[config.mk]
export PLATFORM = sky130hd
export DESIGN_NAME = cdp_clock_distributor
export DESIGN_NICKNAME = d
export VERILOG_FILES = /design/src/hdl/cdp_pkg.sv /design/src/hdl/cdp_post_divider.sv /design/src/hdl/cdp_clock_distributor.sv
export SDC_FILE = /design/constraint.sdc
export NUM_CORES = 1
export LEC_CHECK = 0
export ABC_AREA = 1
export BUFFER_PORTS_ARGS = -buffer_cell sky130_fd_sc_hd__buf_2
export CORE_MARGIN = 1
export CORE_UTILIZATION = 30
export DETAILED_ROUTE_END_ITERATION = 12
export GPL_ROUTABILITY_DRIVEN = 0
export PLACE_DENSITY = 0.52
export SLEW_MARGIN = 40
export SYNTH_ARGS = -nofsm -noshare
export SYNTH_HDL_FRONTEND = slang
export SYNTH_SLANG_ARGS = --single-unit
[constraint.sdc]
create_clock -name clk_sys -period 10.24 [get_ports clk_sys]
set_input_delay 2.048 -clock clk_sys [delete_from_list [all_inputs] [get_ports clk_sys]]
set_output_delay 2.048 -clock clk_sys [all_outputs]
set_load 0.03 [all_outputs]
[src/hdl/cdp_pkg.sv]
// Shared constants, types and decode functions for the clock divider and phase configuration core.
package cdp_pkg;

  // Register byte offsets as carried in the low seven bits of the command code.
  localparam logic [6:0] OFS_MAKER    = 7'h00;  // Read-only reserved byte.
  localparam logic [6:0] OFS_G1_PHASE = 7'h01;  // Group one phase select byte.
  localparam logic [6:0] OFS_G1_DIV   = 7'h02;  // Group one divider control byte.
  localparam logic [6:0] OFS_G0_PHASE = 7'h03;  // Group zero phase select byte.
  localparam logic [6:0] OFS_G0_DIV   = 7'h04;  // Group zero divider control byte.
  localparam logic [6:0] OFS_CHIP     = 7'h05;  // Chip enable and upper output enables.
  localparam logic [6:0] OFS_LOW_EN   = 7'h06;  // Lower output enables.

  // Power-up values of the writable bytes.
  localparam logic [7:0] RST_G1_PHASE = 8'h20;
  localparam logic [7:0] RST_G1_DIV   = 8'h30;
  localparam logic [7:0] RST_G0_PHASE = 8'h00;
  localparam logic [7:0] RST_G0_DIV   = 8'h30;
  localparam logic [7:0] RST_CHIP     = 8'hff;
  localparam logic [7:0] RST_LOW_EN   = 8'hf0;

  // Writable bits of the chip byte; bit 6 is read-only and keeps its power-up one.
  localparam logic [7:0] WMASK_CHIP   = 8'hbf;
  localparam logic [7:0] WMASK_ALL    = 8'hff;

  // Read value of the reserved byte; the value is arbitrary.
  localparam logic [7:0] MAKER_RESERVED_VALUE = 8'h5a;

  // Field positions inside the bytes.
  localparam int PHASE_EN_BIT = 5;  // Phase adjust enable in the group one phase byte.
  localparam int PHASE_MSB    = 4;  // Top bit of a phase field.
  localparam int DIV_EN_BIT   = 5;  // Group divider enable.
  localparam int SEL_MSB      = 3;  // Top bit of a ratio select.
  localparam int CHIP_EN_BIT  = 7;  // Chip enable.
  localparam int HI_EN_MSB    = 5;  // Upper output enables occupy 5..0 of the chip byte.
  localparam int LO_EN_LSB    = 4;  // Lower output enables occupy 7..4 of their byte.
  localparam int LO_EN_MSB    = 7;
  localparam int CMD_BIT      = 7;  // Command marker bit of the command code.

  // Fixed upper five bits of the slave address; the low two come from pins.
  localparam logic [4:0] ADDR_FIXED = 5'h1a;

  // Serial slave states, one-hot.
  typedef enum logic [8:0] {
    ST_IDLE     = 9'h001,
    ST_ADDR     = 9'h002,
    ST_ADDR_ACK = 9'h004,
    ST_CMD      = 9'h008,
    ST_CMD_ACK  = 9'h010,
    ST_WDATA    = 9'h020,
    ST_WR_ACK   = 9'h040,
    ST_RDATA    = 9'h080,
    ST_RACK     = 9'h100
  } cdp_state_t;

  // Settings of one output group as seen by its post-divider.
  typedef struct packed {
    logic       en;     // Group divider enable.
    logic [3:0] sel;    // Ratio select code.
    logic [4:0] phase;  // Phase field.
  } cdp_grp_cfg_t;

  // Ratio select code to divide ratio; unused codes fall back to one.
  function automatic logic [6:0] ratio_of(input logic [3:0] sel);
    logic [6:0] r;
    r = 7'h01;
    case (sel)
      4'h0:    r = 7'h01;
      4'h1:    r = 7'h02;
      4'h2:    r = 7'h04;
      4'h3:    r = 7'h05;
      4'h4:    r = 7'h08;
      4'h5:    r = 7'h0a;
      4'h6:    r = 7'h10;
      4'h7:    r = 7'h14;
      4'h8:    r = 7'h20;
      4'h9:    r = 7'h28;
      4'ha:    r = 7'h50;
      default: r = 7'h01;
    endcase
    return r;
  endfunction

  // Five times a step index, for ratios whose step is five input cycles.
  function automatic logic [6:0] times_five(input logic [3:0] k);
    return {1'b0, k, 2'b00} + {3'h0, k};
  endfunction

  // Phase lead in input cycles: k steps of ratio/n cycles each.
  function automatic logic [6:0] lead_of(input logic [3:0] sel, input logic [4:0] ph);
    logic [6:0] l;
    l = 7'h00;
    case (sel)
      4'h1:    l = {6'h00, ph[0]};
      4'h2:    l = {5'h00, ph[1:0]};
      4'h4:    l = {4'h0, ph[2:0]};
      4'h6:    l = {3'h0, ph[3:0]};
      4'h8:    l = {2'h0, ph[4:0]};
      4'h5:    l = times_five({3'h0, ph[1]});
      4'h7:    l = times_five({2'h0, ph[2:1]});
      4'h9:    l = times_five({1'b0, ph[3:1]});
      4'ha:    l = times_five(ph[4:1]);
      default: l = 7'h00;
    endcase
    return l;
  endfunction

endpackage

[src/hdl/cdp_post_divider.sv]
// Post-divider of one output group with phase preset on resynchronisation.
`timescale 1ns/1ps
module cdp_post_divider (
  input  wire logic                 clk_sys,  // Input clock.
  input  wire logic                 rstn,     // Asynchronous reset, active low.
  input  wire logic                 run,      // Chip and group enabled.
  input  wire logic                 resync,   // Reload the phase preset.
  input  cdp_pkg::cdp_grp_cfg_t     cfg,      // Ratio and phase settings.
  output logic                      level,    // Divided clock level.
  output logic                      tick      // One-cycle pulse at each period start.
);

  logic [6:0] cnt_r;    // Position inside the output period.
  logic [6:0] cnt_nxt;
  logic       level_r;
  logic       level_nxt;
  logic       tick_r;
  logic       tick_nxt;
  logic [6:0] ratio;    // Decoded divide ratio.
  logic [6:0] lead;     // Phase preset in input cycles.

  assign ratio = cdp_pkg::ratio_of(cfg.sel);
  assign lead  = cdp_pkg::lead_of(cfg.sel, cfg.phase);

  // Counter next value; a held group sits at zero so a later enable starts aligned.
  always_comb begin
    cnt_nxt = cnt_r;
    if (!run) begin
      cnt_nxt = 7'h00;
    end else if (resync) begin
      cnt_nxt = lead;
    end else if (cnt_r >= ratio - 7'h01) begin
      cnt_nxt = 7'h00;
    end else begin
      cnt_nxt = cnt_r + 7'h01;
    end
    // Ratio one passes the input rate, which this core shows as a standing high level.
    level_nxt = run && ((ratio == 7'h01) || (cnt_nxt < (ratio >> 1)));
    tick_nxt  = run && (cnt_nxt == 7'h00);
  end

  // Register the counter and its decoded outputs.
  always_ff @(posedge clk_sys or negedge rstn) begin
    if (!rstn) begin
      cnt_r   <= 7'h00;
      level_r <= 1'b0;
      tick_r  <= 1'b0;
    end else begin
      cnt_r   <= cnt_nxt;
      level_r <= level_nxt;
      tick_r  <= tick_nxt;
    end
  end

  assign level = level_r;
  assign tick  = tick_r;
endmodule // cdp_post_divider

[src/hdl/cdp_clock_distributor.sv]
// Ten-output clock distributor core: two-wire register slave, configuration bytes and output gating.
`timescale 1ns/1ps
module cdp_clock_distributor (
  input  wire logic       clk_sys,               // Input clock.
  input  wire logic       rstn,                  // Power-on reset, asynchronous, active low.
  input  wire logic       scl_in,                // Serial clock pin.
  input  wire logic       sda_in,                // Serial data pin level.
  output logic            sda_out,               // Serial data drive value, always low.
  output logic            sda_oe,                // Serial data pulled low while high.
  input  wire logic [1:0] addr_pins,             // Low two slave address bits.
  output logic [9:0]      clock_out_true,        // True side of each output.
  output logic [9:0]      clock_out_complement,  // Complement side of each output.
  output logic [9:0]      output_driver_enable,  // High while an output drives.
  output logic            power_down             // High in the quiescent state.
);

  // Pin synchronisers; the first stage feeds only the second.
  logic       scl_meta_r, scl_sync_r, scl_prev_r;
  logic       sda_meta_r, sda_sync_r, sda_prev_r;
  logic [1:0] adr_meta_r, adr_sync_r;
  // Serial slave state.
  cdp_pkg::cdp_state_t state_r, state_nxt;
  logic [7:0] sh_r, sh_nxt;       // Shift register for both directions.
  logic [3:0] bits_r, bits_nxt;   // Bits of the current byte.
  logic [6:0] ofs_r, ofs_nxt;     // Register byte pointer.
  logic       rd_r, rd_nxt;       // Read requested by the address byte.
  logic       mack_r, mack_nxt;   // Master acknowledged the last read byte.
  logic       oe_r, oe_nxt;       // Registered data line pull-down.
  logic       wr_stb;             // A data byte is committed this cycle.
  // Register file and derived controls.
  logic [6:1][7:0] regs_r, regs_nxt;  // Writable bytes 1 to 6.
  logic            resync_r;          // Resync, one cycle after a write.
  logic [7:0]      rd_byte;           // Byte presented to a read.
  logic [7:0]      wmask;             // Writable bits of the addressed byte.
  cdp_pkg::cdp_grp_cfg_t g1_cfg, g0_cfg;
  logic            chip_en;
  logic [9:0]      drv_bits;          // Per-output enables from the bytes.
  logic [9:0]      gate;              // Combined enable per output.
  logic            g1_level, g0_level;
  // Output registers.
  logic [9:0] true_r, true_nxt;
  logic [9:0] comp_r, comp_nxt;
  logic [9:0] drv_r, drv_nxt;
  logic       pd_r, pd_nxt;
  // Edge and condition detection on synchronised pins.
  logic       scl_rise, scl_fall, start_det, stop_det;
  logic [6:0] dev_addr;
  // Two-stage synchronisers plus one history stage for edge detection.
  always_ff @(posedge clk_sys or negedge rstn) begin
    if (!rstn) begin
      scl_meta_r <= 1'b1;
      scl_sync_r <= 1'b1;
      scl_prev_r <= 1'b1;
      sda_meta_r <= 1'b1;
      sda_sync_r <= 1'b1;
      sda_prev_r <= 1'b1;
      adr_meta_r <= 2'h0;
      adr_sync_r <= 2'h0;
    end else begin
      scl_meta_r <= scl_in;
      scl_sync_r <= scl_meta_r;
      scl_prev_r <= scl_sync_r;
      sda_meta_r <= sda_in;
      sda_sync_r <= sda_meta_r;
      sda_prev_r <= sda_sync_r;
      adr_meta_r <= addr_pins;
      adr_sync_r <= adr_meta_r;
    end
  end
  assign scl_rise  = scl_sync_r && !scl_prev_r;
  assign scl_fall  = !scl_sync_r && scl_prev_r;
  assign start_det = scl_sync_r && scl_prev_r && sda_prev_r && !sda_sync_r;
  assign stop_det  = scl_sync_r && scl_prev_r && !sda_prev_r && sda_sync_r;
  assign dev_addr  = {cdp_pkg::ADDR_FIXED, adr_sync_r};
  // Read data mux; offsets past the last byte read as zero.
  always_comb begin
    rd_byte = 8'h00;
    if (ofs_r == cdp_pkg::OFS_MAKER) begin
      rd_byte = cdp_pkg::MAKER_RESERVED_VALUE;
    end else if (ofs_r <= cdp_pkg::OFS_LOW_EN) begin
      rd_byte = regs_r[ofs_r[2:0]];
    end
  end

  // Serial slave next state. Data changes only on falling clock edges so the
  // master always samples a settled line on the rising edge.
  always_comb begin
    state_nxt = state_r;
    sh_nxt    = sh_r;
    bits_nxt  = bits_r;
    ofs_nxt   = ofs_r;
    rd_nxt    = rd_r;
    mack_nxt  = mack_r;
    oe_nxt    = oe_r;
    wr_stb    = 1'b0;
    if (stop_det) begin
      state_nxt = cdp_pkg::ST_IDLE;
      oe_nxt    = 1'b0;
    end else if (start_det) begin
      // A repeated start keeps the pointer so a read can follow a command.
      state_nxt = cdp_pkg::ST_ADDR;
      bits_nxt  = 4'h0;
      oe_nxt    = 1'b0;
    end else begin
      unique case (state_r)
        cdp_pkg::ST_IDLE: begin
          oe_nxt = 1'b0;
        end
        cdp_pkg::ST_ADDR, cdp_pkg::ST_CMD, cdp_pkg::ST_WDATA: begin
          if (scl_rise) begin
            sh_nxt   = {sh_r[6:0], sda_sync_r};
            bits_nxt = bits_r + 4'h1;
          end else if (scl_fall && bits_r == 4'h8) begin
            bits_nxt = 4'h0;
            if (state_r == cdp_pkg::ST_ADDR) begin
              // Another slave's address leaves the line alone until the next start.
              if (sh_r[7:1] == dev_addr) begin
                rd_nxt    = sh_r[0];
                oe_nxt    = 1'b1;
                state_nxt = cdp_pkg::ST_ADDR_ACK;
              end else begin
                state_nxt = cdp_pkg::ST_IDLE;
              end
            end else if (state_r == cdp_pkg::ST_CMD) begin
              if (sh_r[cdp_pkg::CMD_BIT]) begin
                ofs_nxt   = sh_r[6:0];
                oe_nxt    = 1'b1;
                state_nxt = cdp_pkg::ST_CMD_ACK;
              end else begin
                state_nxt = cdp_pkg::ST_IDLE;
              end
            end else begin
              wr_stb    = 1'b1;
              ofs_nxt   = ofs_r + 7'h01;
              oe_nxt    = 1'b1;
              state_nxt = cdp_pkg::ST_WR_ACK;
            end
          end
        end
        cdp_pkg::ST_ADDR_ACK: begin
          if (scl_fall) begin
            bits_nxt = 4'h0;
            if (rd_r) begin
              sh_nxt    = rd_byte;
              ofs_nxt   = ofs_r + 7'h01;
              oe_nxt    = !rd_byte[7];
              state_nxt = cdp_pkg::ST_RDATA;
            end else begin
              oe_nxt    = 1'b0;
              state_nxt = cdp_pkg::ST_CMD;
            end
          end
        end
        cdp_pkg::ST_CMD_ACK, cdp_pkg::ST_WR_ACK: begin
          if (scl_fall) begin
            oe_nxt    = 1'b0;
            state_nxt = cdp_pkg::ST_WDATA;
          end
        end
        cdp_pkg::ST_RDATA: begin
          if (scl_fall) begin
            if (bits_r == 4'h7) begin
              bits_nxt  = 4'h0;
              oe_nxt    = 1'b0;
              state_nxt = cdp_pkg::ST_RACK;
            end else begin
              bits_nxt = bits_r + 4'h1;
              sh_nxt   = {sh_r[6:0], 1'b0};
              oe_nxt   = !sh_r[6];
            end
          end
        end
        cdp_pkg::ST_RACK: begin
          if (scl_rise) begin
            mack_nxt = !sda_sync_r;
          end else if (scl_fall) begin
            if (mack_r) begin
              sh_nxt    = rd_byte;
              ofs_nxt   = ofs_r + 7'h01;
              oe_nxt    = !rd_byte[7];
              state_nxt = cdp_pkg::ST_RDATA;
            end else begin
              state_nxt = cdp_pkg::ST_IDLE;
            end
          end
        end
        default: begin
          state_nxt = cdp_pkg::ST_IDLE;
          oe_nxt    = 1'b0;
        end
      endcase
    end
  end
  // Register file next value; the reserved byte and offsets past byte 6 ignore writes.
  always_comb begin
    regs_nxt = regs_r;
    wmask    = (ofs_r == cdp_pkg::OFS_CHIP) ? cdp_pkg::WMASK_CHIP : cdp_pkg::WMASK_ALL;
    if (wr_stb && ofs_r >= cdp_pkg::OFS_G1_PHASE && ofs_r <= cdp_pkg::OFS_LOW_EN) begin
      regs_nxt[ofs_r[2:0]] = (sh_r & wmask) | (regs_r[ofs_r[2:0]] & ~wmask);
    end
  end
  // Serial and register state; resync trails the write so dividers see new settings.
  always_ff @(posedge clk_sys or negedge rstn) begin
    if (!rstn) begin
      state_r  <= cdp_pkg::ST_IDLE;
      sh_r     <= 8'h00;
      bits_r   <= 4'h0;
      ofs_r    <= 7'h00;
      rd_r     <= 1'b0;
      mack_r   <= 1'b0;
      oe_r     <= 1'b0;
      regs_r   <= {cdp_pkg::RST_LOW_EN, cdp_pkg::RST_CHIP, cdp_pkg::RST_G0_DIV,
                   cdp_pkg::RST_G0_PHASE, cdp_pkg::RST_G1_DIV, cdp_pkg::RST_G1_PHASE};
      resync_r <= 1'b0;
    end else begin
      state_r  <= state_nxt;
      sh_r     <= sh_nxt;
      bits_r   <= bits_nxt;
      ofs_r    <= ofs_nxt;
      rd_r     <= rd_nxt;
      mack_r   <= mack_nxt;
      oe_r     <= oe_nxt;
      regs_r   <= regs_nxt;
      resync_r <= wr_stb;
    end
  end
  // Field extraction for the two groups and the enables.
  assign g1_cfg   = '{en:    regs_r[cdp_pkg::OFS_G1_DIV][cdp_pkg::DIV_EN_BIT],
                      sel:   regs_r[cdp_pkg::OFS_G1_DIV][cdp_pkg::SEL_MSB:0],
                      phase: regs_r[cdp_pkg::OFS_G1_PHASE][cdp_pkg::PHASE_MSB:0]};
  assign g0_cfg   = '{en:    regs_r[cdp_pkg::OFS_G0_DIV][cdp_pkg::DIV_EN_BIT],
                      sel:   regs_r[cdp_pkg::OFS_G0_DIV][cdp_pkg::SEL_MSB:0],
                      phase: regs_r[cdp_pkg::OFS_G0_PHASE][cdp_pkg::PHASE_MSB:0]};
  assign chip_en  = regs_r[cdp_pkg::OFS_CHIP][cdp_pkg::CHIP_EN_BIT];
  assign drv_bits = {regs_r[cdp_pkg::OFS_CHIP][cdp_pkg::HI_EN_MSB:0],
                     regs_r[cdp_pkg::OFS_LOW_EN][cdp_pkg::LO_EN_MSB:cdp_pkg::LO_EN_LSB]};
  assign gate     = drv_bits & {{5{g1_cfg.en}}, {5{g0_cfg.en}}} & {10{chip_en}};
  // Group one post-divider, outputs 9 to 5.
  cdp_post_divider u_group_one_post_divider (
    .clk_sys (clk_sys),
    .rstn    (rstn),
    .run     (chip_en && g1_cfg.en),
    .resync  (resync_r),
    .cfg     (g1_cfg),
    .level   (g1_level),
    .tick    ()
  );
  // Group zero post-divider, outputs 4 to 0.
  cdp_post_divider u_group_zero_post_divider (
    .clk_sys (clk_sys),
    .rstn    (rstn),
    .run     (chip_en && g0_cfg.en),
    .resync  (resync_r),
    .cfg     (g0_cfg),
    .level   (g0_level),
    .tick    ()
  );
  // Output drive: a disabled output floats and its termination pulls both sides high.
  always_comb begin
    drv_nxt  = gate;
    true_nxt = ({{5{g1_level}}, {5{g0_level}}} & gate) | ~gate;
    comp_nxt = ({{5{!g1_level}}, {5{!g0_level}}} & gate) | ~gate;
    pd_nxt   = !chip_en;
  end
  // Output registers.
  always_ff @(posedge clk_sys or negedge rstn) begin
    if (!rstn) begin
      drv_r  <= 10'h000;
      true_r <= 10'h3ff;
      comp_r <= 10'h3ff;
      pd_r   <= 1'b0;
    end else begin
      drv_r  <= drv_nxt;
      true_r <= true_nxt;
      comp_r <= comp_nxt;
      pd_r   <= pd_nxt;
    end
  end
  assign sda_out              = 1'b0;
  assign sda_oe               = oe_r;
  assign clock_out_true       = true_r;
  assign clock_out_complement = comp_r;
  assign output_driver_enable = drv_r;
  assign power_down           = pd_r;
endmodule // cdp_clock_distributor

## Word level (Yosys, flattened, before mapping)

Memory sizes are Yosys's and may differ from the RTL's.
Index checks and enable logic that the tools add are counted.

| storage, ports and cells | value |
|---|---|
| register bits | 137 |
| memory bits (read-only) | 224 |
| input port bits | 6 |
| output and inout port bits | 33 |
| logic and storage cells | 251 |
| memories kept | 2 |

| cells by class | value |
|---|---|
| add/subtract/negate cells | 14 |
| order comparisons | 8 |
| equality and inequality tests | 60 |
| mux-type cells | 84 |
| bitwise logic cells | 14 |
| reduce and logical (&&, ||, !) cells | 39 |

Memory list:

| memory | depth | bits a word | rd ports | clocked after memory_dff | wr ports | RTL line | RTL |
|---|---|---|---|---|---|---|---|
| (no name shown) | 16 | 7 | 1 | 0 | 0 | cdp_pkg.sv:66 | `case (sel)` |
| (no name shown) | 16 | 7 | 1 | 0 | 0 | cdp_pkg.sv:66 |  |

Operators by type and width:

| kind | number |
|---|---|
| $pmux 7 s9 | 2 |
| $mux 7 | 17 |
| $mux 8 | 14 |
| $mux 9 | 12 |
| $pmux 9 s6 | 1 |
| $bwmux 48 | 1 |
| $and 10x10->10 | 4 |
| $ne 4x4->1 const B | 10 |
| $eq 4x3->1 const B | 9 |
| $pmux 8 s4 | 1 |
| $eq 4x4->1 const B | 7 |
| $bmux 8 s3 | 1 |
| $demux 8 s3 | 1 |
| $mux 4 | 6 |
| $mux 1 | 23 |
| $ne 2x2->1 const B | 11 |
| $add 7x1->7 const B | 3 |
| $pmux 7 s3 | 1 |
| $or 10x10->10 | 2 |
| $and 8x8->8 | 2 |
| $logic_and 1x1->1 | 15 |
| $add 6x4->7 | 2 |
| $eq 7x1->1 const B | 2 |
| $ge 7x7->1 | 2 |
| 48 further kinds | 70 |

## Longest topological paths before layout

Gate-level depths: netlist of the first run.

| depth | value |
|---|---|
| word-level depth | 11 |
| gate-level depth with buffers | 27 |
| gate-level depth less buffers | 26 |

## Modules after synthesis

From an unflattened synthesis of the first run, not the netlist that was laid out.

| second synthesis, totals | value |
|---|---|
| cells, all modules | 1136 |
| area, all modules | 8632.0 um2 |

Modules (own cells, without submodules):

| module | instances | cells each | area an instance (um2) | sequential area each (um2) |
|---|---|---|---|---|
| cdp_clock_distributor | 1 | 745 | 5974.5 | 3083.0 |
| cdp_post_divider (u_group_one_post_divider) | 1 | 197 | 1335.0 | 225.2 |
| cdp_post_divider (u_group_zero_post_divider) | 1 | 194 | 1322.5 | 225.2 |

## Least setup slack after synthesis of the first run

No wires, ideal clock.

| timing | value |
|---|---|
| path type | reg-to-reg |
| from | register regs_r, in the netlist g1_cfg[6] |
| to | register u_group_one_post_divider.level_r (netlist: u_group_one_post_divider.level) |
| setup time | 0.078 ns |
| arrival | 3.389 ns |
| required time | 10.162 ns |
| setup slack | 6.773 ns |
| cell stages (with the launch flop) | 26 |
| buffers on the path | 0 |
| period minus slack after synthesis | 3.467 ns |
| cell sequence | dfrtp_1 -> inv_1 -> ha_1 -> nor2_1 -> o22ai_1 -> inv_1 -> nor2_1 -> inv_1 -> nor3_1 -> xor2_1 -> ha_1 -> nand2_1 -> inv_1 -> a21oi_1 -> nand3_1 -> inv_1 -> a21oi_1 -> a311oi_1 -> ha_1 -> nand2_1 -> inv_1 -> nand2_1 -> nand2_1 -> nand2_1 -> nand2_1 -> a21oi_1 |

| on the way | value |
|---|---|
| word-level cells in the longest chain between the ends | 9 |
| elaborated cells between the ends (all ways) | 20 |
| those cells by class | add/sub: 1; order compare: 2; eq/ne: 10; mux: 4; reduce/logical: 2; memory: 1 |

Ends and longest elaborated chain:

| what | RTL line | RTL |
|---|---|---|
| from (decl) | cdp_clock_distributor.sv:31 | `logic [6:1][7:0] regs_r, regs_nxt;` |
| from (signal assigned) | cdp_clock_distributor.sv:212 | `regs_r <= {cdp_pkg::RST_LOW_EN, cdp_pkg::RST_CHIP, cdp_pkg::RST_G0_DIV,` |
| from (signal assigned) | cdp_clock_distributor.sv:223 | `regs_r <= regs_nxt;` |
| $mem_v2 16x7 | n/a |  |
| $sub 7x1->7 | cdp_post_divider.sv:32 | `end else if (cnt_r >= ratio - 7'h01) begin` |
| $ge 7x7->1 | cdp_post_divider.sv:32 |  |
| $mux 7 | cdp_post_divider.sv:32 |  |
| $mux 7 * | cdp_post_divider.sv:30 | `end else if (resync) begin` |
| $mux 7 * | cdp_post_divider.sv:28 | `if (!run) begin` |
| named net u_group_one_post_divider.cnt_nxt[1] | cdp_post_divider.sv:14 | `logic [6:0] cnt_nxt;` |
| $lt 7x6->1 * | cdp_post_divider.sv:38 | `level_nxt = run && ((ratio == 7'h01) \|\| (cnt_nxt < (ratio >> 1)));` |
| $logic_or 1x1->1 * | cdp_post_divider.sv:38 |  |
| $logic_and 1x1->1 * | cdp_post_divider.sv:38 |  |
| named net u_group_one_post_divider.level_nxt | cdp_post_divider.sv:16 | `logic level_nxt;` |
| to (signal assigned) | cdp_post_divider.sv:50 | `level_r <= level_nxt;` |
| to (decl) | cdp_post_divider.sv:15 | `logic level_r;` |

The timed path passes the listed nets; every way through them passes the cells marked *.
A chain may end at the register's enable or synchronous reset.

## Worst setup path in the final report of the first run

| timing | value |
|---|---|
| from | register regs_r, in the netlist g1_cfg[8] |
| to | register u_group_one_post_divider.level_r (netlist: u_group_one_post_divider.level) |

Same word-level chain as after synthesis.

==> results.json, run 1 <==
{
  "hold_ws_ns": 0.351,
  "ant_nets": 0,
  "synth_area_leaders": "dfrtp_1 29%, dfstp_2 14%, nand2_1 10%",
  "endpoint_kind": "flip-flop",
  "grt_usage_pct": 15.6,
  "reg2reg_from": "g1_cfg[8]",
  "syn_nets": 1067,
  "first_global_vias": 6527,
  "crit_type": "reg -> reg",
  "wirelength_um": 20700,
  "route.detailed.drc": 4,
  "root_buffer": "clkbuf_16",
  "finalPower_w": 0.00143,
  "power_density_mw_per_mm2": 155,
  "finalHoldViolCount": 0,
  "post_cts_buffers": 0,
  "syn2layout_area_growth_pct": 14.2,
  "crit_path_start_kind": "flip-flop",
  "crit_arrival_ns": 4.58,
  "violations": "design-rule violations",
  "slew_violations": 0,
  "synthCells": 1011,
  "start_util_pct": 30.8,
  "ys_seq_area_share_pct": 43.2,
  "yosysWarningCount": 0,
  "antenna_found_initial": 0,
  "cts_buffer_depth": 2,
  "grt_pass1_wl_um": 34200,
  "synthArstFlopShare_pct": 100,
  "hp-class": "reg -> reg",
  "ir_drop_v": 0.0000988,
  "period_share_pct": 41.4,
  "synth_top_flop_cell": "dfrtp_1",
  "cp.required_ns": 10.58,
  "worstSetupStartpoint": "g1_cfg[8]",
  "std_cell_rows": 59,
  "antennaDiodeCount": 0,
  "firstDrtPassIters": 11,
  "relSlewSlack_pct": 48.0,
  "globalRoute.totalOverflow": 0,
  "synth_edf_count": 0,
  "port_buffers": 37,
  "ctsResizeCount": 0,
  "endpoint": "u_group_one_post_divider.level",
  "setup_tns_ns": 0,
  "finalSetupViolations": 0,
  "cpPeakStageDelay_ns": 0.52,
  "status": "finished with violations",
  "skew_ns": 0.00765,
  "die-area_mm2": 0.0275,
  "cts_made_buffers": 17,
  "reg2reg_depth": 25,
  "fin_crit_ns": 4.24,
  "worst_pin_slew_ns": 0.780,
  "drt_iter0_drc": 446,
  "grt_max_degree": 78,
  "rsz0062_at_grt": "no",
  "cts_tree": "yes",
  "yosysTopAreaCell": "dfrtp_1",
  "path_max_fanout": 8,
  "final_core_util_pct": 35.1,
  "wl_per_cell_um": 14.8,
  "clk_latency_ns": 0.43,
  "ctsHoldBuffers": 0,
  "reg2reg_to": "u_group_one_post_divider.level",
  "routed_via_density": 4.78,
  "die_w_um": 166,
  "fp.coreArea_mm2": 0.0262,
  "die_h_um": 166,
  "cp_slowest_cell": "dfrtp_1",
  "syn_area_mm2": 0.00806,
  "synth_top_area_share_pct": 28.9,
  "synth.most_common_cell": "nand2_1",
  "htreeDepth": 4,
  "p_leak_nw": 4.32,
  "clkSinkCount": 137,
  "ys_types": 54,
  "avgSynthCellArea_um2": 7.97,
  "path_clk_slew_ns": 0.06,
  "final_nets": 1102,
  "dp.final_hpwl_um": 15500,
  "maxCapViolCount": 0,
  "io_pins": 39,
  "yosys-top-cells-count": "223 x nand2_1, 127 x inv_1, 95 x nor2_1",
  "ys_ff_latch": 137,
  "max_freq_mhz": 236,
  "rrSetupSlack_ns": 6.00,
  "num_vias": 6658,
  "drive_gt1_share_pct": 13.7,
  "crit_top_cell": "inv_1"
}
[kinds of logic (layout without fill, tap and decap cells)]
kind of cell | count (synthesis) | after routing | share of synthesized area, %
xor+xnor | 18 | 18 | 1.96
flops | 137 | 137 | 43.2
buf+inv | 158 | 206 | 7.96
other cells | 1 | 1 | 0.0465
compound gates | 209 | 209 | 14.5
mux | 1 | 1 | 0.124
fa+ha+maj | 50 | 50 | 7.95
simple gates | 437 | 437 | 24.2
[registers in the layout, indices dropped and copies added (netlist names), 2 cells and up]
name,cells
regs_r,17
clock_out_complement,10
clock_out_true,10
drv_bits,10
g0_cfg,10
g1_cfg,10
output_driver_enable,10
state_r,9
sh_r,8
ofs_r,7
u_group_one_post_divider.cnt_r,7
u_group_zero_post_divider.cnt_r,7
bits_r,4
adr_meta_r,2
adr_sync_r,2
[worst min path at each step]
stage                   from       endpoint  slack, ns  cells past startpoint
2_1_floorplan  adr_meta_r[0]  adr_sync_r[0]       0.33                      0
4_1_cts        adr_meta_r[1]  adr_sync_r[1]       0.35                      0
6_report       adr_meta_r[1]  adr_sync_r[1]       0.35                      0
3_3_place_gp   adr_meta_r[1]  adr_sync_r[1]       0.34                      0
5_1_grt           scl_meta_r     scl_sync_r       0.36                      0
3_5_place_dp   adr_meta_r[1]  adr_sync_r[1]       0.34                      0
[power breakdown]
part | leakage, nW | total [W] | internal, W | switching (W)
combinational | 2.29 | 0.000156 | 0.0000362 | 0.000120
sequential | 1.72 | 0.000598 | 0.000571 | 0.0000272
clock | 0.319 | 0.000672 | 0.000422 | 0.000249
total | 4.32 | 0.00143 | 0.00103 | 0.000397
[metrics by stage]
step / instances / instance area (um2) / worst slack, ns
after floorplan: 1011 / 8060 / 6.77
after global placement: 1362 / 8550 / 6.08
after detailed placement: 1362 / 8550 / 6.03
after CTS: 1394 / 9200 / 5.99
after global routing: 1394 / 9200 / 5.43
final: 1394 / 9200 / 6.00
[critical path, delay by kind of cell, from the launching register on]
| kind | cells | cell delay (ns) |
|---|---|---|
| AND/OR/NAND/NOR | 10 | 1.26 |
| AO/OA/AOI/OAI | 5 | 1.01 |
| buffers and inverters | 7 | 0.63 |
| adder cells (fa/ha/maj) | 2 | 0.54 |
| flip-flops | 1 | 0.52 |
| XOR/XNOR | 1 | 0.18 |
[final cells by class]
type / instances / area [um2]
fill: 2719 / 17000
multi-input combinational: 716 / 3940
sequential: 137 / 3480
inverter: 136 / 515
clock buffer: 21 / 493
tap: 335 / 419
timing repair buffer: 38 / 203
clock inverter: 11 / 154
[placed cells by master (no fill, tap or decap), types with 3 or more instances in the layout]
| master | instances |
|---|---|
| nor3_1 | 20 |
| clkinv_4 | 3 |
| nor4_1 | 3 |
| o2111ai_1 | 3 |
| clkbuf_16 | 19 |
| dfstp_2 | 44 |
| o21ai_0 | 57 |
| xor2_1 | 16 |
| nand3_1 | 62 |
| nand2_2 | 4 |
| inv_1 | 127 |
| o21bai_1 | 3 |
| or2_2 | 3 |
| o21ai_1 | 47 |
| inv_6 | 3 |
| nor2_1 | 95 |
| ha_1 | 48 |
| nand3b_1 | 3 |
| nor2_4 | 3 |
| buf_2 | 36 |
| bufinv_16 | 3 |
| nand2_1 | 223 |
| dfrtp_1 | 93 |
| nand4_1 | 9 |
| inv_2 | 5 |
| nand3_4 | 4 |
| o22ai_1 | 12 |
| a31oi_1 | 8 |
| o211ai_1 | 11 |
| a21oi_1 | 53 |
| inv_4 | 3 |
[per-layer routing]
layer,global-route usage (%),up-vias,wire (um)
li1,-,3407,-
met1,20.6,3132,9870
met2,26.2,97,9970
met3,3.12,22,581
met4,4.02,0,238
met5,0,-,0
Note: power is estimated with default switching activity, not from simulation.
==> inputs of run 2 (changes only) <==
==> constraint.sdc (replaced) <==
create_clock -name clk_sys -period 4.2 [get_ports clk_sys]
set_input_delay 0.84 -clock clk_sys [delete_from_list [all_inputs] [get_ports clk_sys]]
set_output_delay 0.84 -clock clk_sys [all_outputs]
set_load 0.03 [all_outputs]
==> run 2 against run 1 <==
  * The run still ends with design-rule violations left
  * Sequential share of layout area shrank 0.28 points
  * Utilization grew 0.29 points
  * Final cell count grew 0.22%
  * Die area is the same
  * Clock power grew 140%
  * Maximum frequency grew 12%
  * Sequential cell count is the same
  * Register-to-register slack lost 5.6 ns
  * Cell area grew 0.82%
  * Sequential power grew 140%
  * Count of clock-buffer cells in the layout shrank 2
  * Setup slack lost 5.6 ns
  * Largest power group unchanged
==> results.json, run 2 (synthesized netlist as in run 1, its figures left out) <==
{
  "worst_pin_slew_ns": 0.774,
  "root_buffer": "clkbuf_16",
  "grt_pass1_wl_um": 34800,
  "ant_nets": 0,
  "wl_per_cell_um": 14.8,
  "worstSetupStartpoint": "g1_cfg[5]",
  "cts_made_buffers": 17,
  "rsz0062_at_grt": "no",
  "post_cts_buffers": 0,
  "crit_buf_inv": 4,
  "clk_latency_ns": 0.42,
  "violations": "design-rule violations",
  "antennaDiodeCount": 0,
  "drive_gt1_share_pct": 15.3,
  "num_vias": 6738,
  "power_density_mw_per_mm2": 374,
  "path_max_fanout": 5,
  "grt_max_degree": 79,
  "io_pins": 39,
  "reg2reg_to": "u_group_one_post_divider.level",
  "drt_iter0_drc": 506,
  "wirelength_um": 20600,
  "finalPower_w": 0.00347,
  "clkSinkCount": 137,
  "cts_buffer_depth": 2,
  "antenna_found_initial": 0,
  "port_buffers": 37,
  "max_freq_mhz": 265,
  "hold_ws_ns": 0.348,
  "final_nets": 1105,
  "endpoint": "u_group_one_post_divider.level",
  "path_cells": "ha_1 -> inv_1 -> nor2_1 -> a21oi_1 -> nand2_1 -> nor3_2 -> xor2_1 -> ha_1 -> nand2_1 -> inv_1 -> a21oi_1 -> nand3_1 -> inv_1 -> a21oi_1 -> a311oi_2 -> ha_1 -> nand2_1 -> inv_1 -> nand2_1 -> nand2_1 -> nand2_1 -> nand2_1 -> a21oi_1",
  "htreeDepth": 4,
  "cpPeakStageDelay_ns": 0.43,
  "period_share_pct": 89.8,
  "globalRoute.totalOverflow": 0,
  "reg2reg_depth": 23,
  "crit_arrival_ns": 4.11,
  "largest_reg_flops": 17,
  "netSwitchingFraction_pct": 28.0,
  "p_sw_w": 0.000971,
  "worst-path-stages": 23,
  "ctsHoldBuffers": 0,
  "setup_tns_ns": 0,
  "die_h_um": 166,
  "first_global_vias": 6796,
  "routed_via_density": 4.82,
  "p_comb_share_pct": 11.4,
  "crit_family": "compound AO/OA/AOI/OAI gates",
  "hp-class": "reg -> reg",
  "crit_path_start_kind": "flip-flop",
  "crit_type": "reg -> reg",
  "pwr-share-seq_pct": 42.1,
  "path_clk_slew_ns": 0.06,
  "crit_top_cell": "nand2_1",
  "fp.coreArea_mm2": 0.0262,
  "cp_slowest_cell": "dfrtp_1",
  "relSlewSlack_pct": 48.3,
  "p_leak_nw": 4.33,
  "grt_usage_pct": 15.8,
  "finalHoldViolCount": 0,
  "dp.final_hpwl_um": 15500,
  "route.detailed.drc": 2,
  "largest-register": "regs_r",
  "most-common-layout-cells": "223 x nand2_1, 127 x inv_1, 91 x nor2_1, 91 x dfrtp_1, 62 x nand3_1",
  "cp.required_ns": 4.54,
  "status": "finished with violations",
  "slew_violations": 0,
  "die_w_um": 166,
  "cts_tree": "yes",
  "ir_drop_v": 0.000295,
  "skew_ns": 0.00829,
  "maxCapViolCount": 0,
  "syn2layout_area_growth_pct": 15.1,
  "firstDrtPassIters": 9,
  "fin_crit_ns": 3.77,
  "finalSetupViolations": 0,
  "clkPwrFrac_pct": 46.5,
  "endpoint_kind": "flip-flop",
  "internal_power_w": 0.00250,
  "std_cell_rows": 59,
  "die-area_mm2": 0.0275,
  "start_util_pct": 30.8,
  "layout_commonest_cell": "nand2_1",
  "rrSetupSlack_ns": 0.43,
  "ctsResizeCount": 0,
  "reg2reg_from": "g1_cfg[5]"
}
-- run 2: stage by stage --
stage / instance area [um2] / std cells / util (%) / worst slack [ns]
final: 9280 / 1397 / 35.4 / 0.426
after global routing: 9280 / 1397 / 35.4 / 0.0267
after CTS: 9220 / 1397 / 35.2 / 0.211
after detailed placement: 8590 / 1365 / 32.8 / 0.229
after global placement: 8590 / 1365 / 32.8 / 0.361
after floorplan: 8060 / 1011 / - / 0.733
-- run 2: power by group through the flow --
| stage | combinational (W) | clock, W | sequential, W |
|---|---|---|---|
| after detailed placement | 0.000403 | 0 | 0.00148 |
| after floorplan | 0.000241 | 0 | 0.00146 |
| final | 0.000394 | 0.00161 | 0.00146 |
| after CTS | 0.000404 | 0.00165 | 0.00146 |
| after global routing | 0.000442 | 0.00171 | 0.00147 |
| after global placement | 0.000402 | 0 | 0.00148 |
-- run 2: routing by layer --
layer,vias to the layer above,wire (um),global-route usage [%]
met4,0,260,4.63
met2,121,10000,26.5
li1,3423,-,-
met1,3173,9610,20.7
met3,21,715,2.76
met5,-,0,0
-- run 2: cell type report --
type,count,area (um2)
repair buffers,41,234
well taps,335,419
multi-input cells,716,3990
clock buffers,19,443
fillers,2725,16900
clock inverters,13,193
flip-flops and latches,137,3490
inverters,136,515
-- run 2: worst min path at each step --
stage	cells past startpoint	start	slack [ns]	to
5_1_grt	0	adr_meta_r[1]	0.35	adr_sync_r[1]
6_report	0	adr_meta_r[1]	0.35	adr_sync_r[1]
4_1_cts	0	adr_meta_r[1]	0.35	adr_sync_r[1]
3_5_place_dp	0	adr_meta_r[1]	0.33	adr_sync_r[1]
3_3_place_gp	0	adr_meta_r[1]	0.34	adr_sync_r[1]
2_1_floorplan	0	adr_meta_r[0]	0.33	adr_sync_r[0]
-- run 2: worst reg2reg max path, cell delays in order, from the launching register on --
cell	delay (ns)
dfrtp_1	0.43
ha_1	0.24
inv_1	0.07
nor2_1	0.08
a21oi_1	0.37
nand2_1	0.18
nor3_2	0.25
xor2_1	0.17
ha_1	0.24
nand2_1	0.09
inv_1	0.06
a21oi_1	0.19
nand3_1	0.12
inv_1	0.14
a21oi_1	0.10
a311oi_2	0.27
ha_1	0.28
nand2_1	0.06
inv_1	0.04
nand2_1	0.05
nand2_1	0.04
nand2_1	0.05
nand2_1	0.04
a21oi_1	0.12
